[src/design/lube_derag_pkg.sv]
package lube_derag_pkg;
  localparam int unsigned CLK_PERIOD_NS = 25;
  localparam int unsigned SEC_NS = 1000000000;
  localparam int unsigned TICK_CYCLES = SEC_NS / CLK_PERIOD_NS;
  localparam int unsigned SECS_W = 10;
  localparam logic [9:0] SECS_MAX = 10'h258;
  localparam logic [9:0] PRE_LUBE_RST = 10'h00A;
  localparam logic [9:0] POST_LUBE_RST = 10'h00A;
  localparam logic [9:0] START_DLY_RST = 10'h000;
  localparam logic [9:0] DERAG_OFF_RST = 10'h005;
  localparam logic [9:0] DERAG_RUN_RST = 10'h005;
  localparam logic [7:0] DERAG_CYC_RST = 8'h01;
  localparam logic [31:0] CTRL_RST = 32'h0000_0000;
  // register byte offsets
  localparam logic [4:0] CTRL_OFS = 5'h00;
  localparam logic [4:0] DERAG_CYC_OFS = 5'h04;
  localparam logic [4:0] DERAG_OFF_OFS = 5'h08;
  localparam logic [4:0] DERAG_RUN_OFS = 5'h0C;
  localparam logic [4:0] PRE_LUBE_OFS = 5'h10;
  localparam logic [4:0] POST_LUBE_OFS = 5'h14;
  localparam logic [4:0] START_DLY_OFS = 5'h18;
  localparam logic [4:0] EXT_STATUS_OFS = 5'h1C;
  // control fields
  localparam int unsigned CTRL_DERAG_EN = 0;
  localparam int unsigned CTRL_TRIG_LO = 1;
  localparam int unsigned CTRL_TRIG_W = 6;
  localparam int unsigned CTRL_MODE_LO = 8;
  localparam int unsigned CTRL_DOUT_EN = 10;
  // trigger select bits within the trigger field
  localparam int unsigned TRIG_START = 0;
  localparam int unsigned TRIG_STOP = 1;
  localparam int unsigned TRIG_DIN = 2;
  localparam int unsigned TRIG_SEQ = 3;
  localparam int unsigned TRIG_TIMED = 4;
  localparam int unsigned TRIG_POWER = 5;
  // extended status fields
  localparam int unsigned STAT_LUBE = 0;
  localparam int unsigned STAT_RUN = 1;
  localparam int unsigned STAT_REV = 2;
  localparam int unsigned STAT_COAST = 3;
  localparam int unsigned STAT_CYC_LO = 8;
  localparam int unsigned STAT_DERAG = 23;
  // timer slots
  localparam int unsigned NUM_TMR = 5;
  localparam int unsigned T_SDLY = 0;
  localparam int unsigned T_PRE = 1;
  localparam int unsigned T_POST = 2;
  localparam int unsigned T_OFF = 3;
  localparam int unsigned T_RUN = 4;
  typedef enum logic [1:0] {LUBE_OFF, LUBE_PRE, LUBE_PRE_RUN, LUBE_PRE_RUN_POST} lube_mode_type;
endpackage

[src/design/sec_timer_if.sv]
`timescale 1ns/10ps
interface sec_timer_if;
  logic load;
  logic [9:0] secs;
  logic busy;
  modport owner (output load, output secs, input busy);
  modport timer (input load, input secs, output busy);
endinterface

[src/design/pump_derag_lube_sequencer.sv]
`timescale 1ns/10ps
module pump_derag_lube_sequencer #(
  parameter int unsigned TICK_CYCLES = lube_derag_pkg::TICK_CYCLES
) (
  // clock and reset
  input wire logic clk,
  input wire logic rst_n,
  // register port
  input wire logic [4:0] reg_addr,
  input wire logic [31:0] reg_wdata,
  input wire logic reg_wr,
  input wire logic reg_rd,
  output logic [31:0] reg_rdata,
  // drive control
  input wire logic run_cmd,
  input wire logic motor_stopped,
  input wire logic seq_action,
  input wire logic timed_action,
  input wire logic high_power,
  input wire logic derag_din,
  // motor command
  output logic drive_run,
  output logic dir_rev,
  output logic derag_speed,
  output logic coast,
  // status and device outputs
  output logic derag_active,
  output logic derag_dout,
  output logic lube_out
);
  typedef enum logic [2:0] {
    ST_IDLE, ST_START_DLY, ST_RUN, ST_STOPPING, ST_OFF_INIT, ST_REV, ST_GAP, ST_FWD
  } seq_state_type;

  function automatic logic [9:0] clamp_secs(input logic [31:0] v);
    clamp_secs = (v > 32'(lube_derag_pkg::SECS_MAX)) ? lube_derag_pkg::SECS_MAX : v[9:0];
  endfunction
  function automatic logic in_event(input seq_state_type s);
    in_event = s inside {ST_STOPPING, ST_OFF_INIT, ST_REV, ST_GAP, ST_FWD};
  endfunction

  logic [31:0] ctrl_r, status;
  logic [7:0] cyc_cfg_r, cyc_cnt_r;
  logic [9:0] off_cfg_r, run_cfg_r, pre_cfg_r, post_cfg_r, sdly_cfg_r;
  logic [lube_derag_pkg::NUM_TMR-1:0] ld, busy;
  logic [9:0] tsecs [lube_derag_pkg::NUM_TMR];
  seq_state_type state_r, state_nxt;
  logic cyc_inc, cyc_clr, next_rev_r;
  logic run_d_r, start_rise, stop_fall;
  logic din_s1_r, din_s2_r, din_s3_r, din_lvl_r, din_rise;
  logic [5:0] trig_src;
  logic tick, trig, lube_hold_r, hold_clr, lube_nxt;
  lube_derag_pkg::lube_mode_type mode;

  assign mode = lube_derag_pkg::lube_mode_type'(ctrl_r[lube_derag_pkg::CTRL_MODE_LO +: 2]);

  // register writes; durations saturate at the top of range
  always_ff @(posedge clk)
  begin
    if (!rst_n)
    begin
      ctrl_r <= lube_derag_pkg::CTRL_RST;
      cyc_cfg_r <= lube_derag_pkg::DERAG_CYC_RST;
      off_cfg_r <= lube_derag_pkg::DERAG_OFF_RST;
      run_cfg_r <= lube_derag_pkg::DERAG_RUN_RST;
      pre_cfg_r <= lube_derag_pkg::PRE_LUBE_RST;
      post_cfg_r <= lube_derag_pkg::POST_LUBE_RST;
      sdly_cfg_r <= lube_derag_pkg::START_DLY_RST;
    end
    else if (reg_wr)
    begin
      case (reg_addr)
        lube_derag_pkg::CTRL_OFS: ctrl_r <= {21'h000000, reg_wdata[10:0]};
        lube_derag_pkg::DERAG_CYC_OFS: cyc_cfg_r <= reg_wdata[7:0];
        lube_derag_pkg::DERAG_OFF_OFS: off_cfg_r <= clamp_secs(reg_wdata);
        lube_derag_pkg::DERAG_RUN_OFS: run_cfg_r <= clamp_secs(reg_wdata);
        lube_derag_pkg::PRE_LUBE_OFS: pre_cfg_r <= clamp_secs(reg_wdata);
        lube_derag_pkg::POST_LUBE_OFS: post_cfg_r <= clamp_secs(reg_wdata);
        lube_derag_pkg::START_DLY_OFS: sdly_cfg_r <= clamp_secs(reg_wdata);
        default: ;
      endcase
    end
  end

  always_comb
  begin
    status = 32'h0000_0000;
    status[lube_derag_pkg::STAT_LUBE] = lube_out;
    status[lube_derag_pkg::STAT_RUN] = drive_run;
    status[lube_derag_pkg::STAT_REV] = dir_rev;
    status[lube_derag_pkg::STAT_COAST] = coast;
    status[lube_derag_pkg::STAT_CYC_LO +: 8] = cyc_cnt_r;
    status[lube_derag_pkg::STAT_DERAG] = derag_active;
  end

  // read data stand only in the cycle after the strobe
  always_ff @(posedge clk)
  begin
    if (!rst_n || !reg_rd)
      reg_rdata <= 32'h0000_0000;
    else
    begin
      case (reg_addr)
        lube_derag_pkg::CTRL_OFS: reg_rdata <= ctrl_r;
        lube_derag_pkg::DERAG_CYC_OFS: reg_rdata <= {24'h000000, cyc_cfg_r};
        lube_derag_pkg::DERAG_OFF_OFS: reg_rdata <= {22'h000000, off_cfg_r};
        lube_derag_pkg::DERAG_RUN_OFS: reg_rdata <= {22'h000000, run_cfg_r};
        lube_derag_pkg::PRE_LUBE_OFS: reg_rdata <= {22'h000000, pre_cfg_r};
        lube_derag_pkg::POST_LUBE_OFS: reg_rdata <= {22'h000000, post_cfg_r};
        lube_derag_pkg::START_DLY_OFS: reg_rdata <= {22'h000000, sdly_cfg_r};
        lube_derag_pkg::EXT_STATUS_OFS: reg_rdata <= status;
        default: reg_rdata <= 32'h0000_0000;
      endcase
    end
  end

  // pin input: a level counts once two later stages agree
  always_ff @(posedge clk)
  begin
    if (!rst_n)
    begin
      din_s1_r <= 1'b0;
      din_s2_r <= 1'b0;
      din_s3_r <= 1'b0;
      din_lvl_r <= 1'b0;
    end
    else
    begin
      din_s1_r <= derag_din;
      din_s2_r <= din_s1_r;
      din_s3_r <= din_s2_r;
      if (din_s2_r == din_s3_r)
        din_lvl_r <= din_s3_r;
    end
  end

  assign din_rise = din_s2_r && din_s3_r && !din_lvl_r;

  always_ff @(posedge clk)
  begin
    if (!rst_n)
      run_d_r <= 1'b0;
    else
      run_d_r <= run_cmd;
  end

  assign start_rise = run_cmd && !run_d_r;
  assign stop_fall = !run_cmd && run_d_r;

  assign trig_src[lube_derag_pkg::TRIG_START] = start_rise;
  assign trig_src[lube_derag_pkg::TRIG_STOP] = stop_fall;
  assign trig_src[lube_derag_pkg::TRIG_DIN] = din_rise;
  assign trig_src[lube_derag_pkg::TRIG_SEQ] = seq_action;
  assign trig_src[lube_derag_pkg::TRIG_TIMED] = timed_action;
  assign trig_src[lube_derag_pkg::TRIG_POWER] = high_power;
  // triggers arriving mid event are dropped, not queued
  assign trig = ctrl_r[lube_derag_pkg::CTRL_DERAG_EN]
    && |(trig_src & ctrl_r[lube_derag_pkg::CTRL_TRIG_LO +: lube_derag_pkg::CTRL_TRIG_W]);

  sec_tick #(.CYCLES(TICK_CYCLES)) u_tick (
    .clk(clk),
    .rst_n(rst_n),
    .tick(tick)
  );

  assign tsecs[lube_derag_pkg::T_SDLY] = sdly_cfg_r;
  assign tsecs[lube_derag_pkg::T_PRE] = pre_cfg_r;
  assign tsecs[lube_derag_pkg::T_POST] = post_cfg_r;
  assign tsecs[lube_derag_pkg::T_OFF] = off_cfg_r;
  assign tsecs[lube_derag_pkg::T_RUN] = run_cfg_r;

  sec_timer_if tif [lube_derag_pkg::NUM_TMR] ();

  generate
    for (genvar i = 0; i < lube_derag_pkg::NUM_TMR; i++)
    begin : g_tmr
      assign tif[i].load = ld[i];
      assign tif[i].secs = tsecs[i];
      assign busy[i] = tif[i].busy;
      sec_timer u_tmr (
        .clk(clk),
        .rst_n(rst_n),
        .tick(tick),
        .t(tif[i])
      );
    end
  endgenerate

  always_comb
  begin
    state_nxt = state_r;
    ld = '0;
    cyc_inc = 1'b0;
    cyc_clr = 1'b0;
    ld[lube_derag_pkg::T_PRE] = start_rise;
    ld[lube_derag_pkg::T_POST] = hold_clr;
    case (state_r)
      ST_IDLE, ST_START_DLY, ST_RUN:
      begin
        if (trig && motor_stopped)
        begin
          state_nxt = ST_REV;
          ld[lube_derag_pkg::T_RUN] = 1'b1;
          cyc_clr = 1'b1;
        end
        else if (trig)
          state_nxt = ST_STOPPING;
        else if (state_r == ST_IDLE && start_rise)
        begin
          state_nxt = ST_START_DLY;
          ld[lube_derag_pkg::T_SDLY] = 1'b1;
        end
        else if (state_r != ST_IDLE && !run_cmd)
          state_nxt = ST_IDLE;
        else if (state_r == ST_START_DLY && !busy[lube_derag_pkg::T_SDLY])
          state_nxt = ST_RUN;
      end
      ST_STOPPING:
      begin
        if (motor_stopped)
        begin
          state_nxt = ST_OFF_INIT;
          ld[lube_derag_pkg::T_OFF] = 1'b1;
        end
      end
      ST_OFF_INIT:
      begin
        if (!busy[lube_derag_pkg::T_OFF])
        begin
          state_nxt = ST_REV;
          ld[lube_derag_pkg::T_RUN] = 1'b1;
          cyc_clr = 1'b1;
        end
      end
      ST_REV:
      begin
        if (!busy[lube_derag_pkg::T_RUN])
        begin
          state_nxt = ST_GAP;
          ld[lube_derag_pkg::T_OFF] = 1'b1;
        end
      end
      ST_GAP:
      begin
        if (!busy[lube_derag_pkg::T_OFF])
        begin
          state_nxt = next_rev_r ? ST_REV : ST_FWD;
          ld[lube_derag_pkg::T_RUN] = 1'b1;
        end
      end
      ST_FWD:
      begin
        if (!busy[lube_derag_pkg::T_RUN])
        begin
          cyc_inc = 1'b1;
          // a zero cycle count still runs one cycle
          if (cyc_cnt_r + 8'h01 >= cyc_cfg_r)
            state_nxt = run_cmd ? ST_RUN : ST_IDLE;
          else
          begin
            state_nxt = ST_GAP;
            ld[lube_derag_pkg::T_OFF] = 1'b1;
          end
        end
      end
      default: state_nxt = ST_IDLE;
    endcase
  end

  always_ff @(posedge clk)
  begin
    if (!rst_n)
      state_r <= ST_IDLE;
    else
      state_r <= state_nxt;
  end

  always_ff @(posedge clk)
  begin
    if (!rst_n || cyc_clr)
      cyc_cnt_r <= 8'h00;
    else if (cyc_inc)
      cyc_cnt_r <= cyc_cnt_r + 8'h01;
  end

  // direction for the pulse after the coming gap
  always_ff @(posedge clk)
  begin
    if (!rst_n)
      next_rev_r <= 1'b0;
    else if (state_r == ST_REV)
      next_rev_r <= 1'b0;
    else if (state_r == ST_FWD)
      next_rev_r <= 1'b1;
  end

  // outputs follow the next state so they line up with it
  always_ff @(posedge clk)
  begin
    if (!rst_n)
    begin
      drive_run <= 1'b0;
      dir_rev <= 1'b0;
      derag_speed <= 1'b0;
      coast <= 1'b0;
      derag_active <= 1'b0;
      derag_dout <= 1'b0;
    end
    else
    begin
      drive_run <= state_nxt == ST_RUN || state_nxt == ST_REV || state_nxt == ST_FWD;
      dir_rev <= state_nxt == ST_REV;
      derag_speed <= state_nxt == ST_REV || state_nxt == ST_FWD;
      coast <= state_nxt == ST_GAP || state_nxt == ST_OFF_INIT;
      derag_active <= in_event(state_nxt);
      derag_dout <= ctrl_r[lube_derag_pkg::CTRL_DOUT_EN] && in_event(state_nxt);
    end
  end

  // hold from run rise until the motor has really come to rest
  assign hold_clr = lube_hold_r && !run_cmd && !start_rise && motor_stopped && state_r == ST_IDLE
    && mode == lube_derag_pkg::LUBE_PRE_RUN_POST;

  always_ff @(posedge clk)
  begin
    if (!rst_n)
      lube_hold_r <= 1'b0;
    else if (start_rise)
      lube_hold_r <= 1'b1;
    else if (!run_cmd && motor_stopped && state_r == ST_IDLE)
      lube_hold_r <= 1'b0;
  end

  always_comb
  begin
    case (mode)
      lube_derag_pkg::LUBE_PRE: lube_nxt = busy[lube_derag_pkg::T_PRE];
      lube_derag_pkg::LUBE_PRE_RUN: lube_nxt = lube_hold_r;
      lube_derag_pkg::LUBE_PRE_RUN_POST: lube_nxt = lube_hold_r || busy[lube_derag_pkg::T_POST];
      default: lube_nxt = 1'b0;
    endcase
  end

  always_ff @(posedge clk)
  begin
    if (!rst_n)
      lube_out <= 1'b0;
    else
      lube_out <= lube_nxt;
  end
endmodule

[src/design/sec_tick.sv]
`timescale 1ns/10ps
module sec_tick #(
  parameter int unsigned CYCLES = lube_derag_pkg::TICK_CYCLES
) (
  // clock and reset
  input wire logic clk,
  input wire logic rst_n,
  // one pulse per second
  output logic tick
);
  logic [25:0] cnt_r;

  always_ff @(posedge clk)
  begin
    if (!rst_n)
    begin
      cnt_r <= 26'h0000000;
      tick <= 1'b0;
    end
    else if (cnt_r == 26'(CYCLES - 1))
    begin
      cnt_r <= 26'h0000000;
      tick <= 1'b1;
    end
    else
    begin
      cnt_r <= cnt_r + 26'h0000001;
      tick <= 1'b0;
    end
  end
endmodule

[src/design/sec_timer.sv]
`timescale 1ns/10ps
module sec_timer (
  // clock and reset
  input wire logic clk,
  input wire logic rst_n,
  // shared second tick
  input wire logic tick,
  // owner side
  sec_timer_if.timer t
);
  logic [9:0] remain_r;

  // a fresh load always wins, so a repeated start restarts the count
  always_ff @(posedge clk)
  begin
    if (!rst_n)
      remain_r <= 10'h000;
    else if (t.load)
      remain_r <= t.secs;
    else if (tick && remain_r != 10'h000)
      remain_r <= remain_r - 10'h001;
  end

  assign t.busy = (remain_r != 10'h000);
endmodule

[config.mk]
export PLATFORM = sky130hd
export DESIGN_NAME = pump_derag_lube_sequencer
export DESIGN_NICKNAME = d
export VERILOG_FILES = /design/src/design/lube_derag_pkg.sv /design/src/design/sec_timer_if.sv /design/src/design/pump_derag_lube_sequencer.sv /design/src/design/sec_tick.sv /design/src/design/sec_timer.sv
export SDC_FILE = /design/constraint.sdc
export NUM_CORES = 1
export LEC_CHECK = 0
export ABC_AREA = 1
export BUFFER_PORTS_ARGS = -buffer_cell sky130_fd_sc_hd__buf_2
export CORE_ASPECT_RATIO = 1.75
export CORE_MARGIN = 2
export CORE_UTILIZATION = 33
export DETAILED_ROUTE_END_ITERATION = 6
export PLACE_DENSITY = 0.6
export SYNTH_ARGS = -nofsm -noshare
export SYNTH_HDL_FRONTEND = slang
export SYNTH_SLANG_ARGS = --single-unit
[constraint.sdc]
create_clock -name clk -period 3.7 [get_ports clk]
set_input_delay 0 -clock clk [delete_from_list [all_inputs] [get_ports clk]]
set_output_delay 0 -clock clk [all_outputs]
set_load 0.03 [all_outputs]
Word-level counts from Yosys, hierarchy flattened
Cells that the tools add are included.
{ "totals": {"reg_bits": 203, "wordCells": 174} }
{ "op_classes": {"eq_ne": 25, "n_bitwise": 2, "n_mux": 44, "order_cmp": 2, "n_addsub": 7, "reduce_logical": 63} }
{ "ops": {"columns": ["op", "n"], "rows": [
  ["$pmux W24 S8", 1],
  ["$mux W10", 11],
  ["$reduce_bool A10 Y1", 5],
  ["$sub A10 B1 Y10 const B", 5],
  ["$mux W3", 11],
  ["$gt A32 B10 Y1 const B", 1],
  ["$add A26 B1 Y26 const B", 1],
  ["$eq A26 B26 Y1 const B", 1],
  ["$eq A3 B3 Y1 const B", 8],
  ["$logic_and A1 B1 Y1", 22],
  ["$eq A5 B5 Y1 const B", 4],
  ["$pmux W3 S6", 1],
  ["$mux W1", 14],
  ["$reduce_and A2 Y1", 7],
  ["$eq A3 B2 Y1 const B", 4],
  ["$reduce_bool A2 Y1", 6],
  ["$eq A5 B4 Y1 const B", 2],
  ["$add A8 B1 Y8 const B", 1],
  ["$ge A8 B8 Y1", 1],
  ["$logic_not A1 Y1", 7],
  ["$logic_or A1 B1 Y1", 7],
  ["$and A6 B6 Y6", 1],
  ["$pmux W1 S3", 2],
  ["$reduce_or A2 Y1", 3],
  ["other kinds (14)", 17]
]} }

Logic depth before layout (Yosys ltp)
{ "logic_depth": {"depth_word": 12, "depth_mapped": 18} }

Cells and area by module
From an unflattened synthesis, not the netlist that was laid out.
{ "hier_totals": {"cells_unflattened": 1506, "area_unflattened_um2": 10356.2} }
{ "by_module_without_submodules": {"columns": ["module", "area_per_inst_um2", "seq_area_each_um2", "n_inst", "cells_each"], "rows": [
  ["pump_derag_lube_sequencer", 5079.9, 2222.1, 1, 659],
  ["sec_timer", 758.2, 200.2, 5, 122],
  ["sec_tick", 1485.2, 540.5, 1, 237]
]} }

Least setup slack after synthesis
OpenSTA, ideal clock, no wires.
{ "synth_timing": {"path_kind": "register -> register", "startpoint": "register cyc_cnt_r[0]", "endpoint": "register g_tmr[3].u_tmr.remain_r[2]", "setup_time_ps": 118, "t_arrival_ps": 2205, "path_slack_ps": 1377, "required_time_ps": 3582, "path_stages_with_launch": 15, "n_path_buf": 1, "cell_sequence": "dfxtp_1 -> inv_1 -> nor3_2 -> nand3_1 -> nor3_1 -> xor2_1 -> ha_1 -> a21oi_1 -> o21a_1 -> nand2_1 -> nor2_2 -> nor2_4 -> buf_6 -> o21ai_1 -> a21oi_1"} }
{ "synth_via": {"elab_chain_len": 6, "word_cells_on_any_way": 7, "cone_classes": "add/sub: 1; order compare: 1; mux: 4; reduce/logical: 1"} }
{ "synth_rtl": {"columns": ["item", "line_no", "source"], "rows": [
  ["start: declaration", "pump_derag_lube_sequencer.sv:43", "logic [7:0] cyc_cfg_r, cyc_cnt_r;"],
  ["start signal: assignment", "pump_derag_lube_sequencer.sv:283", "cyc_cnt_r <= cyc_cnt_r + 8'h01;"],
  ["$add A8 B1 Y8 (*)", "pump_derag_lube_sequencer.sv:257", "if (cyc_cnt_r + 8'h01 >= cyc_cfg_r)"],
  ["$ge A8 B8 Y1 (*)", "pump_derag_lube_sequencer.sv:257", null],
  ["$mux W1 (*)", "pump_derag_lube_sequencer.sv:257", null],
  ["$mux W1 (*)", "pump_derag_lube_sequencer.sv:253", "if (!busy[lube_derag_pkg::T_RUN])"],
  ["$pmux W1 S3 (*)", "pump_derag_lube_sequencer.sv:197", "case (state_r)"],
  ["$mux W10 or $reduce_bool A2 Y1 (tied branches)", null, null],
  ["end signal: assignment", "sec_timer.sv:19", "remain_r <= t.secs;"],
  ["end signal: assignment", "sec_timer.sv:21", "remain_r <= remain_r - 10'h001;"],
  ["end: declaration", "sec_timer.sv:11", "logic [9:0] remain_r;"]
]} }
Every way passes the cells marked *; elsewhere a longest branch is shown, timed or not.
A chain may end at the register's enable or synchronous reset.

Worst setup path after layout
{ "layout_timing": {"startpoint": "register cyc_cnt_r[0]", "endpoint": "register g_tmr[3].u_tmr.remain_r[5]"} }
Same word-level chain as after synthesis.

==> reports/results.ini <==
[hold_path]
min_from=motor_stopped
min_to=lube_hold_r
min_path_type=input port to flop
holdPathStages=4

[yosys]
synthSimpleGateAreaFrac=0.274
synth-edff-count=0
synth_area_mm2=0.00950
synthAdderAreaFrac=0.0211
synth_most_common_cell=nand2_1
synth_top_family_by_area=simple AND/OR/NAND/NOR gates
synth_common_cells=250 x nand2_1, 188 x dfxtp_1, 143 x inv_1
synth_cell_types=59
synth_top_area_share=0.396
ys_warn_count=0
synth-xor-area-share=0.0397
synth_top_area_cell=dfxtp_1
synth-compound-area-share=0.175
async_reset_ff_frac=0
synthTopCellsByArea=dfxtp_1 40%, nand2_1 9.9%, a21oi_1 6.9%, inv_1 5.7%, o21ai_0 5.3%
ys_ff_latch=188
synth_mux_area_frac=0
avgSynthCellArea_um2=7.28
ys_seq_area_frac=0.396
syn_inst=1304
ys.flop_type=dfxtp_1

[critical_path]
rrSetupSlack_ns=1.05
slowest_delay_ns=0.38
crit_required_ns=4.01
cp-end-kind=flop
arrival_ns=2.96
slowest_stage=dfxtp_1
r2r_cells=14
r2r-start=cyc_cnt_r[0]
path_cells=inv_1 -> nor3_2 -> nand3_1 -> nor3_1 -> xor2_1 -> ha_1 -> nand2_1 -> o21a_1 -> nand2_1 -> nor2_2 -> nor2_4 -> nand2_1 -> nand2_1 -> a21oi_1
r2r-end=g_tmr[3].u_tmr.remain_r[5]
cp_max_fo=16
setup.worst_path.class=flop to flop
cpLargestDelayFamily=simple AND/OR/NAND/NOR gates
startpoint_type=flop
crit_buf_inv=1
cpMostUsedCell=nand2_1

[clock_tree]
postCtsSetupBuffers=0
cts.clk_slew.worst_paths_ns=0.07
clkLatencyLatePin_ns=0.45
htreeDepth=4
clockBufferDepth=2
post_cts_resized=0
cts_hold_buf=13
cts-root-buf=clkbuf_16
cts.sinks=188
cts_buffers=17
cts_tree=built

[power]
clockPowerShare=0.436
intPower_w=0.00337
power_w=0.00457
power_density_mw_per_mm2=420
peakVddDrop_v=0.000391
seqPwrFrac=0.461
p_sw_w=0.00120
swShare=0.262
combPwrFrac=0.103
leakage_nw=4.50

[layout]
fin_area_mm2=0.0109
drive_gt1_frac=0.128
syn_to_final_growth_pct=14.6
finalNetCount=1441

[timing]
min_period_ns=2.65
fin_setup_tns_ns=0
fmax_mhz=377
holdWs_ns=0.0350
rsz0062_at_grt=no
max_slew.worst_pin.slew_ns=1.05
relSlewSlack=0.300
fin_skew_ns=0.0109
fin_crit_sh=0.717
finalSetupViolations=0
slew_viol_final=0
final_hold_viol_count=0

[floorplanning]
core-area_mm2=0.0285
ioPinCount=86
initial_core_util=0.333
die_h_um=228
die_w_um=132
dieArea_mm2=0.0302
rows=82

[place]
gp_congestion=0.947
place_area_mm2=0.0101
dp.final_hpwl_um=21900
portBuffers=70

[routing]
num_vias=8877
wl_per_cell_um=16.1
via_per_inst=5.02
drt_iter0_markers=622
antenna_left=0
drt_wl_total_um=28500
drc=0
first_pass_iters=5

[outcome]
outcome=finished clean

[global_routing]
grt_max_degree=59
grt_pass1_vias=8605
antenna_found_initial=0
grt.total_usage=0.189
grt_pass1_wl_um=44800
grt-ovfl-total=0

[flow_run]
max-cap-violations=0

## power by group through the flow
stage                     clock network [W]  registers [W]  logic (W)
after detailed placement                  0        0.00215   0.000456
after global placement                    0        0.00215   0.000451
after floorplan                           0        0.00215   0.000338
after CTS                           0.00202        0.00211   0.000469
final                               0.00199        0.00211   0.000469
after global routing                0.00210        0.00211   0.000518
## worst max-delay path by stage
| stage | from | to | slack (ns) | depth (start not counted) |
|---|---|---|---|---|
| after floorplan | cyc_cnt_r[0] | g_tmr[3].u_tmr.remain_r[2] | 1.38 | 14 |
| after global routing | cyc_cnt_r[0] | g_tmr[3].u_tmr.remain_r[8] | 0.81 | 15 |
| after global placement | cyc_cnt_r[0] | g_tmr[3].u_tmr.remain_r[6] | 1.16 | 14 |
| after detailed placement | cyc_cnt_r[0] | g_tmr[3].u_tmr.remain_r[6] | 1.09 | 14 |
| after CTS | cyc_cnt_r[0] | g_tmr[3].u_tmr.remain_r[5] | 1.04 | 14 |
| final | cyc_cnt_r[0] | g_tmr[3].u_tmr.remain_r[5] | 1.05 | 14 |
## cell families (layout without fill, tap and decap cells)
logic type	count (synthesis)	after routing
adders and majority gates	16	16
xor gates and xnor gates	43	43
other	1	16
and+or+nand+nor	550	550
DFF	188	188
AOI/OAI and AO/OA	300	300
buffers and inverters	206	279
## tightest hold or removal path: stages
cell and delay, ns:
buf_2 0.14, inv_1 0.13, nor3_4 0.09, nor2_1 0.08
## layout make-up
type / count / area [um^2]
Timing Repair Buffer: 87 / 510
Sequential cell: 188 / 3760
Antenna cell: 1 / 2.50
Clock buffer: 19 / 443
Clock inverter: 13 / 188
Multi-Input combinational cell: 924 / 4900
Tap cell: 378 / 473
Inverter: 160 / 606
Fill cell: 3063 / 17600
## stage by stage
step | cells | worst slack [ns] | util
global route | 1769 | 0.805 | 0.381
detailed placement | 1724 | 1.09 | 0.355
floorplan | 1318 | 1.38 | -
CTS | 1769 | 1.04 | 0.381
finish | 1770 | 1.05 | 0.382
global placement | 1724 | 1.16 | 0.355
## sequential cells by signal, summed over array words and instances (netlist names), 11 cells and up
register              flops
g_tmr.u_tmr.remain_r     50
u_tick.cnt_r             26
ctrl_r                   11
reg_rdata                17
## cells in the final DEF, fill, tap and decap left out, types with 5 or more instances in the layout
| cell type | synthesis | layout |
|---|---|---|
| nor3_1 | 22 | 22 |
| dfxtp_1 | 188 | 188 |
| inv_2 | 10 | 10 |
| xor2_1 | 33 | 33 |
| nand2_2 | 15 | 15 |
| a221oi_1 | 6 | 6 |
| nor2_2 | 10 | 10 |
| xnor2_1 | 10 | 10 |
| nand3_1 | 53 | 53 |
| a211oi_1 | 7 | 7 |
| nor3b_1 | 6 | 6 |
| nand2_1 | 250 | 250 |
| clkinv_1 | 5 | 5 |
| conb_1 | 1 | 15 |
| ha_1 | 16 | 16 |
| a31oi_1 | 16 | 16 |
| inv_1 | 143 | 143 |
| buf_2 | 9 | 70 |
| a21oi_1 | 130 | 130 |
| nor4_1 | 8 | 8 |
| o21ai_0 | 100 | 100 |
| dlygate4sd3_1 | 0 | 13 |
| nor2_1 | 131 | 131 |
| clkbuf_16 | 0 | 17 |
| nor2_4 | 9 | 9 |
| o21ai_1 | 11 | 11 |
| nand4_1 | 20 | 20 |
## per-layer routing
layer  GRT usage  wire, um  up-vias
met1       0.198     11000     4123
li1            -         -     4444
met4       0.121      1720        0
met2       0.351     14700      247
met3      0.0264      1100       63
met5           0         0        -
Note: power is estimated with default switching activity, not from simulation.
